**src/gpio_pkg.sv**
```systemverilog
// Purpose: Shared constants and carriers for the general-purpose port block
// Assumes: Wishbone classic slave, 8-bit registers in the low byte of a 32-bit word
// Notes: Offsets are byte addresses of aligned words
package gpio_pkg;

    localparam int ADDR_W = 8;
    localparam int DATA_W = 32;
    localparam int REG_W = 8;

    // Register map
    localparam logic [7:0] DIR2_OFS = 8'h00;
    localparam logic [7:0] LATCH2_OFS = 8'h04;
    localparam logic [7:0] PULL2_OFS = 8'h08;
    localparam logic [7:0] DIR4_OFS = 8'h0C;
    localparam logic [7:0] LATCH4_OFS = 8'h10;
    localparam logic [7:0] PULL4_OFS = 8'h14;
    localparam logic [7:0] PIN2_OFS = 8'h18;
    localparam logic [7:0] PIN4_OFS = 8'h1C;
    localparam logic [7:0] SHARED_OFS = 8'h20;

    // Reset values: all inputs, latches low, pull-ups off
    localparam logic [7:0] DIR_RST = 8'hFF;
    localparam logic [7:0] LATCH_RST = 8'h00;
    localparam logic [7:0] PULL_RST = 8'h00;

    // Port widths
    localparam int PORT2_PINS = 4;
    localparam int PORT4_PINS = 8;

    // Field positions
    localparam int SHARED_PIN_BIT = 4;
    localparam int SHARED_STAT_MODE_BIT = 0;
    localparam int SHARED_STAT_IN_BIT = 1;

    // Register file index
    localparam int NREGS = 6;
    localparam logic [2:0] IDX_DIR2 = 3'h0;
    localparam logic [2:0] IDX_LATCH2 = 3'h1;
    localparam logic [2:0] IDX_PULL2 = 3'h2;
    localparam logic [2:0] IDX_DIR4 = 3'h3;
    localparam logic [2:0] IDX_LATCH4 = 3'h4;
    localparam logic [2:0] IDX_PULL4 = 3'h5;

    typedef struct packed {
        logic cyc;
        logic stb;
        logic we;
        logic [3:0] sel;
        logic [ADDR_W-1:0] adr;
        logic [DATA_W-1:0] dat;
    } wb_req_t;

    typedef struct packed {
        logic [7:0] out;
        logic [7:0] oe;
        logic [7:0] pull;
    } pin_drive_t;

endpackage

```
**src/port_direction_latch_pullup.sv**
```systemverilog
// Purpose: General-purpose ports 2 and 4 with direction, latch and pull-up control
// Assumes: Wishbone classic slave on clk_i; pins arrive asynchronously
// Notes: Shared reset pin mode comes from a nonvolatile option strap
//
// The register offsets and the Wishbone slave port were chosen for this implementation.
`timescale 1ns/1ps
`default_nettype none
// Function
// - Direction bit per pin selects input/output
// - All pins input after reset
// - Direction one is input, zero output
// - Output pin drives its latch level
// - Latches cleared low at reset
// - Port-2 latch bits 0-3; high bits zero (the code stores and reads back all 8 bits; only bits 0-3 reach the pins)
// - Pull-up select connects input pull-up
// - No pull-ups after reset
// - Direction F0, latch 07 drives 0111 pattern
// - Shared reset pin chosen by option byte
// - Pull-up bit one connects resistor
module port_direction_latch_pullup
    import gpio_pkg::*;
(
    input wire logic clk_i,
    input wire logic rst_i,
    input wire logic ce_i,
    input wire logic wb_cyc_i,
    input wire logic wb_stb_i,
    input wire logic wb_we_i,
    input wire logic [3:0] wb_sel_i,
    input wire logic [ADDR_W-1:0] wb_adr_i,
    input wire logic [DATA_W-1:0] wb_dat_i,
    output logic [DATA_W-1:0] wb_dat_o,
    output logic wb_ack_o,
    input wire logic [PORT2_PINS-1:0] port2_pin_i,
    output logic [PORT2_PINS-1:0] port2_pin_o,
    output logic [PORT2_PINS-1:0] port2_pin_oe_o,
    output logic [PORT2_PINS-1:0] port2_pullup_o,
    input wire logic [PORT4_PINS-1:0] port4_pin_i,
    output logic [PORT4_PINS-1:0] port4_pin_o,
    output logic [PORT4_PINS-1:0] port4_pin_oe_o,
    output logic [PORT4_PINS-1:0] port4_pullup_o,
    input wire logic option_reset_sel_i,
    input wire logic shared_reset_pin_i,
    output logic shared_reset_o
);

    wb_req_t req;
    logic [REG_W-1:0] dir2, latch2, pull2, dir4, latch4, pull4;
    logic wr_en;
    logic [2:0] wr_idx, rd_idx;
    logic idx_hit;
    logic [PORT2_PINS-1:0] p2_s1_r, p2_s2_r;
    logic [PORT4_PINS-1:0] p4_s1_r, p4_s2_r;
    logic sh_s1_r, sh_s2_r;
    logic reset_mode_r;
    logic strap_done_r;
    pin_drive_t drv2, drv4;

    assign req = '{cyc: wb_cyc_i, stb: wb_stb_i, we: wb_we_i, sel: wb_sel_i,
                   adr: wb_adr_i, dat: wb_dat_i};

    // Output mode when direction bit is zero; pull-up only on inputs
    function automatic pin_drive_t drive(input logic [7:0] dir, input logic [7:0] latch,
                                         input logic [7:0] pull);
        pin_drive_t d;
        d.oe = ~dir;
        d.out = latch & ~dir;
        d.pull = pull & dir;
        return d;
    endfunction

    function automatic logic [2:0] map_idx(input logic [7:0] adr);
        logic [2:0] idx;
        idx = 3'h7;
        unique case (adr)
            DIR2_OFS: idx = IDX_DIR2;
            LATCH2_OFS: idx = IDX_LATCH2;
            PULL2_OFS: idx = IDX_PULL2;
            DIR4_OFS: idx = IDX_DIR4;
            LATCH4_OFS: idx = IDX_LATCH4;
            PULL4_OFS: idx = IDX_PULL4;
            default: idx = 3'h7;
        endcase
        return idx;
    endfunction

    assign wr_idx = map_idx(req.adr);
    assign rd_idx = map_idx(req.adr);
    assign idx_hit = (wr_idx != 3'h7);
    // Write only on the first cycle so a held request lands once
    assign wr_en = req.cyc && req.stb && req.we && req.sel[0] && idx_hit && !wb_ack_o;

    port_regs u_regs (
        .clk_i(clk_i),
        .rst_i(rst_i),
        .ce_i(ce_i),
        .wr_i(wr_en),
        .wr_idx_i(wr_idx),
        .wr_dat_i(req.dat[REG_W-1:0]),
        .rd_idx_i(rd_idx),
        .rd_dat_o(),
        .dir2_o(dir2),
        .latch2_o(latch2),
        .pull2_o(pull2),
        .dir4_o(dir4),
        .latch4_o(latch4),
        .pull4_o(pull4)
    );

    // Bus ack: one cycle after strobe, dropped the cycle after
    always_ff @(posedge clk_i) begin
        if (rst_i) begin
            wb_ack_o <= 1'b0;
        end else if (ce_i) begin
            wb_ack_o <= req.cyc && req.stb && !wb_ack_o;
        end
    end

    // Read word loaded at the taken edge so it comes from a flop and stands with ack
    // Bank is read through its direct outputs; its registered port would cost a cycle
    always_ff @(posedge clk_i) begin
        if (rst_i) begin
            wb_dat_o <= '0;
        end else if (ce_i) begin
            wb_dat_o <= '0;
            if (req.cyc && req.stb && !req.we && !wb_ack_o) begin
                unique case (req.adr)
                    PIN2_OFS: wb_dat_o <= DATA_W'(p2_s2_r);
                    PIN4_OFS: wb_dat_o <= DATA_W'(p4_s2_r);
                    SHARED_OFS: wb_dat_o <= DATA_W'({sh_s2_r, reset_mode_r});
                    DIR2_OFS: wb_dat_o <= DATA_W'(dir2);
                    LATCH2_OFS: wb_dat_o <= DATA_W'(latch2);
                    PULL2_OFS: wb_dat_o <= DATA_W'(pull2);
                    DIR4_OFS: wb_dat_o <= DATA_W'(dir4);
                    LATCH4_OFS: wb_dat_o <= DATA_W'(latch4);
                    PULL4_OFS: wb_dat_o <= DATA_W'(pull4);
                    default: wb_dat_o <= '0;
                endcase
            end
        end
    end

    // Pin synchronisers, two stages each
    always_ff @(posedge clk_i) begin
        if (rst_i) begin
            p2_s1_r <= '0;
            p2_s2_r <= '0;
            p4_s1_r <= '0;
            p4_s2_r <= '0;
            sh_s1_r <= 1'b0;
            sh_s2_r <= 1'b0;
        end else if (ce_i) begin
            p2_s1_r <= port2_pin_i;
            p2_s2_r <= p2_s1_r;
            p4_s1_r <= port4_pin_i;
            p4_s2_r <= p4_s1_r;
            sh_s1_r <= shared_reset_pin_i;
            sh_s2_r <= sh_s1_r;
        end
    end

    // Option strap is caught once after reset; it is not a runtime register
    always_ff @(posedge clk_i) begin
        if (rst_i) begin
            reset_mode_r <= 1'b0;
            strap_done_r <= 1'b0;
        end else if (ce_i && !strap_done_r) begin
            reset_mode_r <= option_reset_sel_i;
            strap_done_r <= 1'b1;
        end
    end

    // Shared pin asserts reset low-active only in reset mode
    always_ff @(posedge clk_i) begin
        if (rst_i) begin
            shared_reset_o <= 1'b0;
        end else if (ce_i) begin
            shared_reset_o <= reset_mode_r && !sh_s2_r;
        end
    end

    // Port 2 only has four pins; upper bits of its registers are stored and read back but never reach the pins
    assign drv2 = drive(dir2, latch2, pull2);
    assign drv4 = drive(dir4, latch4, pull4);

    always_ff @(posedge clk_i) begin
        if (rst_i) begin
            port2_pin_o <= '0;
            port2_pin_oe_o <= '0;
            port2_pullup_o <= '0;
            port4_pin_o <= '0;
            port4_pin_oe_o <= '0;
            port4_pullup_o <= '0;
        end else if (ce_i) begin
            port2_pin_o <= drv2.out[PORT2_PINS-1:0];
            port2_pin_oe_o <= drv2.oe[PORT2_PINS-1:0];
            port2_pullup_o <= drv2.pull[PORT2_PINS-1:0];
            port4_pin_o <= drv4.out[PORT4_PINS-1:0];
            port4_pin_oe_o <= drv4.oe[PORT4_PINS-1:0];
            port4_pullup_o <= drv4.pull[PORT4_PINS-1:0];
        end
    end

endmodule
`default_nettype wire

```
**src/port_regs.sv**
```systemverilog
// Purpose: Small register bank for direction, latch and pull-up bytes
// Assumes: One write port, registered read data
// Notes: Reset loads each register's documented value
`timescale 1ns/1ps
`default_nettype none
module port_regs
    import gpio_pkg::*;
(
    input wire logic clk_i,
    input wire logic rst_i,
    input wire logic ce_i,
    input wire logic wr_i,
    input wire logic [2:0] wr_idx_i,
    input wire logic [REG_W-1:0] wr_dat_i,
    input wire logic [2:0] rd_idx_i,
    output logic [REG_W-1:0] rd_dat_o,
    output logic [REG_W-1:0] dir2_o,
    output logic [REG_W-1:0] latch2_o,
    output logic [REG_W-1:0] pull2_o,
    output logic [REG_W-1:0] dir4_o,
    output logic [REG_W-1:0] latch4_o,
    output logic [REG_W-1:0] pull4_o
);

    logic [REG_W-1:0] mem_r [NREGS];

    function automatic logic [REG_W-1:0] reset_value(input logic [2:0] idx);
        logic [REG_W-1:0] v;
        v = PULL_RST;
        if (idx == IDX_DIR2 || idx == IDX_DIR4) begin
            v = DIR_RST;
        end else if (idx == IDX_LATCH2 || idx == IDX_LATCH4) begin
            v = LATCH_RST;
        end
        return v;
    endfunction

    always_ff @(posedge clk_i) begin
        if (rst_i) begin
            for (int i = 0; i < NREGS; i++) begin
                mem_r[i] <= reset_value(3'(i));
            end
        end else if (ce_i && wr_i && int'(wr_idx_i) < NREGS) begin
            mem_r[wr_idx_i] <= wr_dat_i;
        end
    end

    always_ff @(posedge clk_i) begin
        if (rst_i) begin
            rd_dat_o <= 8'h00;
        end else if (ce_i) begin
            rd_dat_o <= (int'(rd_idx_i) < NREGS) ? mem_r[rd_idx_i] : 8'h00;
        end
    end

    assign dir2_o = mem_r[IDX_DIR2];
    assign latch2_o = mem_r[IDX_LATCH2];
    assign pull2_o = mem_r[IDX_PULL2];
    assign dir4_o = mem_r[IDX_DIR4];
    assign latch4_o = mem_r[IDX_LATCH4];
    assign pull4_o = mem_r[IDX_PULL4];

endmodule
`default_nettype wire
```
**config.mk**
```make
export PLATFORM = sky130hd
export DESIGN_NAME = port_direction_latch_pullup
export DESIGN_NICKNAME = d
export VERILOG_FILES = /design/src/gpio_pkg.sv /design/src/port_direction_latch_pullup.sv /design/src/port_regs.sv
export SDC_FILE = /design/constraint.sdc
export NUM_CORES = 1
export LEC_CHECK = 0
export BUFFER_PORTS_ARGS = -buffer_cell sky130_fd_sc_hd__buf_2
export CORE_MARGIN = 5
export CORE_UTILIZATION = 45
export DETAILED_ROUTE_END_ITERATION = 8
export PLACE_DENSITY = 0.69
export SYNTH_ARGS = -nofsm -noshare
export SYNTH_HDL_FRONTEND = slang
export SYNTH_SLANG_ARGS = --single-unit
```
**constraint.sdc**
```tcl
create_clock -name clk_i -period 5 [get_ports clk_i]
set_input_delay 0.5 -clock clk_i [delete_from_list [all_inputs] [get_ports clk_i]]
set_output_delay 0.5 -clock clk_i [all_outputs]
set_load 0.005 [all_outputs]
```
# Word-level counts from Yosys, hierarchy flattened
# Memories as Yosys holds them, arrays and structs flattened.
# Index checks and enable logic that the tools add are counted.
[classes] n_lt_le_gt_ge=1 n_eq_ne=9 n_mux=13 bitwise_logic=6 n_reduce_logical=18
[ops] operator="8-bit one-hot mux with 9 select lines" count=1
[ops] operator="8-bit by 5-bit equality test with 1-bit output (second input constant)" count=4
[ops] operator="8-bit two-way mux" count=4
[ops] operator="3-bit one-hot mux with 6 select lines" count=1
[ops] operator="8-bit bitwise AND" count=2
[ops] operator="8-bit by 4-bit equality test with 1-bit output (second input constant)" count=2
[ops] operator="1-bit logical AND" count=12
[ops] operator="4-bit bitwise AND" count=2
[ops] operator="8-bit by 3-bit equality test with 1-bit output (second input constant)" count=1
[ops] operator="8-bit by 6-bit equality test with 1-bit output (second input constant)" count=1
[ops] operator="8-bit logical NOT" count=1
[ops] operator="8-bit inverter" count=1
[ops] operator="8-bit OR reduction" count=1
[ops] operator="1-bit two-way mux" count=6
[ops] operator="1-bit logical NOT" count=4
[ops] operator="4-bit inverter" count=1
[ops] operator="3-bit < comparator (second input constant)" count=1
[ops] operator="3-bit two-way mux" count=1
[ops] operator="3-bit inequality test (second input constant)" count=1
[totals] ff_bits=98 ram_bits=48 in_bits=64 out_inout_bits=70 elab_cells=65 memories=1
[mem_list] name="u_regs.mem_r" depth=6 width=8 read_ports=6 rd_ports_with_merged_regs=0 write_ports=6 line_no="port_regs.sv:25" text="logic [REG_W-1:0] mem_r [NREGS];"

# Depth between registers and ports, before layout
[depth] depth_word=12 depth_mapped=7 depth_no_buf=4

# By module
# A second synthesis with hierarchy kept.
[hier_totals] hier_cells=580 hier_area_um2=5979.5
[by_module_without_submodules] module="port_direction_latch_pullup" n_inst=1 cells_per_inst=389 area_per_inst_um2=3507.1 seq_area_each_um2=1481.4
[by_module_without_submodules] module="port_regs" n_inst=1 cells_per_inst=191 area_per_inst_um2=2472.4 seq_area_each_um2=1601.5

# Worst setup path before layout
# OpenSTA, ideal clock, no wires.
[synth_path] path_kind="input to register" start="in wb_adr_i[7]" end="mem u_regs.mem_r[0][0] (enable)" setup_ns=0.330 arrival_ns=2.002 required_ns=4.670 slack_ns=2.669 cell_stages=6 n_path_buf=2 cell_sequence="or4_1 > buf_6 > nor3_4 > and4_1 > buf_4 > or2_1"
[synth_lines] item="start: declaration" line_no="port_direction_latch_pullup.sv:30" text="input wire logic [ADDR_W-1:0] wb_adr_i,"
[synth_lines] item="end: declaration" line_no="port_regs.sv:25"

==> reports/metrics.yaml <==
rsz0062_at_grt: "no"
min_period_over_period_pct: 64.1
dieWidth_um: 119
die_area_um2: 14200
core_region_area_um2: 11600
synth.most_common_cell: "dfxtp_1"
reg2reg_from: "wb_ack_o$_SDFFE_PP0P_"
drtPass1Iterations: 5
tightest_slew_ns: 0.873
nets: 633
syn_inst: 500
synth_edf_count: 48
ir_drop_mv: 0.224
path_class: "input port to register"
cts-buffers-inserted: 17
reg2reg_setup_slack_ns: 2.00
postPlaceCellArea_um2: 5720
postRouteWirelength_um: 12500
die_h_um: 119
grt_pass1_wl_um: 20000
cts_max_level: 4
yosysTopAreaCellShare_pct: 27.6
regToRegEndpoint: "u_regs.mem_r[2][4]$_SDFFCE_PN0P_"
avgSynthCellArea_um2: 10.7
hold_start: "port4_pin_i[7]"
worstPathArrival_ns: 3.26
place_congestion: 0.834
num_io_pins: 134
hold_path_class: "input port to register"
pwr_density_cell_nw_per_um2: 385
ctsHoldBuffers: 0
ys_warn_count: 0
hpwl_um: 8820
cts_buffer_depth: 2
place_ws_ns: 1.46
reg2reg_depth: 4
portBuffers: 82
cp_slowest_cell: "nor3_2"
fmax_mhz: 312
synthTopCellsByCount: "dfxtp_1 (74), nor2_1 (61), edfxtp_1 (48)"
async_flop_share_pct: 0
required_ns: 5.05
grt_usage_pct: 18.0
vias_per_cell: 5.26
wl_per_cell_um: 17.3
end_kind: "register"
critPathLaunchType: "input port"
initial_utilization_pct: 46.4
overflow: 0
area_growth_pct: 17.5
clock-sinks: 122
power.leakage_nw: 2.53
finalHoldViolCount: 0
grt_max_degree: 81
clk_latency_ns: 0.41
tritoncts: "yes"
antenna_found_initial: 0
synthFlopType: "dfxtp_1"
hold_end: "p4_s1_r[7]$_SDFFE_PP0P_"
post-route-min-period_ns: 3.20
drive_above_1_share_pct: 23.7
holdPathStages: 3
fin_skew_ns: 0.00605
crit_chain: "buf_4, nand4b_1, nor3_2, nand4b_1, nand2b_1"
drtIter0Drc: 327
syn-cell-area_um2: 5360
antenna_left: 0
synth_top_cells_by_area: "dfxtp_1 (28%), edfxtp_1 (27%), mux2i_1 (7.1%)"
drv_slew: 0
synth_seq_cells: 122
relSlewSlack_pct: 41.5
grt_pass1_vias: 3760
post-route-util_pct: 54.5
final_area_um2: 6300
post_cts_buffers: 0
setup_viol: 0
yosys.area.top_type: "dfxtp_1"
cts-resized-gates: 0
clk_pin_slew_ns: 0.05
finalWorstSetupSlack_ns: 1.80
drc_errors: 0
cts_root_buf: "clkbuf_16"
rows: 39
antenna_cells: 0
cp_max_fo: 33
cp_common_cell: "nand4b_1"
synth_cell_types: 49
critical_path.top_delay_family: "simple AND/OR/NAND/NOR gates"
slowest_delay_ns: 0.82
maxCapViolCount: 0
setup_tns_ns: 0
vias: 3817
ys_seq_area_share_pct: 54.5
critPathBufInv: 1
status: "complete, no violations"
stage by stage:
step                hold slack (ns)  power (mW)  instances
floorplan                     0.435        1.21        523
global placement              0.438        1.25        693
detailed placement            0.457        1.25        693
CTS                           0.320        2.44        725
global route                  0.347        2.51        725
finish                        0.329        2.43        725
cells in the final DEF (no fill, tap or decap), types with 3 or more instances in the layout:
cell type,count
o21ai_0,9
buf_2,81
inv_1,10
mux4_2,8
bufinv_16,3
nand3b_1,13
clkinvlp_4,4
or2_2,8
clkbuf_16,17
edfxtp_1,48
clkinv_2,3
a22oi_1,4
a21oi_1,31
nand2_1,22
nand2b_1,28
a211oi_1,15
nor3_1,3
o31ai_1,3
and2_1,8
nor2b_1,4
mux2i_1,38
dfxtp_1,74
nor2_1,61
conb_1,24
buf_4,3
nand3_1,25
worst register-to-register path, delay by kind of cell (launching register included):
kind,cells,cell delay (ns)
and+or+nand+nor,4,2.34
DFF,1,0.31
worst max path at each step:
stage,slack [ns],endpoint,cells past startpoint,start
floorplan,2.67,u_regs.mem_r[0][0]$_SDFFCE_PN1P_,6,wb_adr_i[7]
global placement,1.56,u_regs.mem_r[2][3]$_SDFFCE_PN0P_,5,ce_i
detailed placement,1.46,u_regs.mem_r[2][3]$_SDFFCE_PN0P_,5,ce_i
CTS,1.89,u_regs.mem_r[2][7]$_SDFFCE_PN0P_,5,ce_i
global route,1.51,u_regs.mem_r[2][4]$_SDFFCE_PN0P_,5,ce_i
finish,1.80,u_regs.mem_r[2][4]$_SDFFCE_PN0P_,5,ce_i
cell families (layout without fill, tap and decap cells):
logic type      after synthesis  in the layout  share of synthesized area, %
compound gates               73             73                          8.68
buf+inv                      67            126                          6.98
flops                       122            122                          54.5
mux                          47             47                          10.7
other cells                   1             24                        0.0699
simple gates                190            190                          19.1
per-layer routing:
metal  GRT usage [%]  vias up  share of wire (%)
met1            23.1     1819                 42
met5               0        -                  0
met3            4.93       16                6.6
li1                -     1861                  -
met2            29.6      121                 50
met4            6.08        0                1.3
flip-flops by register name, summed over array words and instances, names as in the netlist, 8 cells and up:
name,flops
p4_s2_r,8
p4_s1_r,8
port4_pullup_o,8
port4_pin_o,8
port4_pin_oe_o,8
u_regs.mem_r,48
wb_dat_o,8
cell type report:
class                           instances  area, µm²
Clock buffer                           19        433
Clock inverter                         13        151
Fill cell                            1001       5260
Inverter                               10       37.5
Sequential cell                       122       2920
Timing Repair Buffer                   84        428
Multi-Input combinational cell        334       2150
Tap cell                              143        179
where the power goes:
part | internal, mW | switching [mW]
logic | 0.0591 | 0.0890
registers | 1.06 | 0.0193
clock network | 0.777 | 0.419
(Power assumes the default switching activity.)
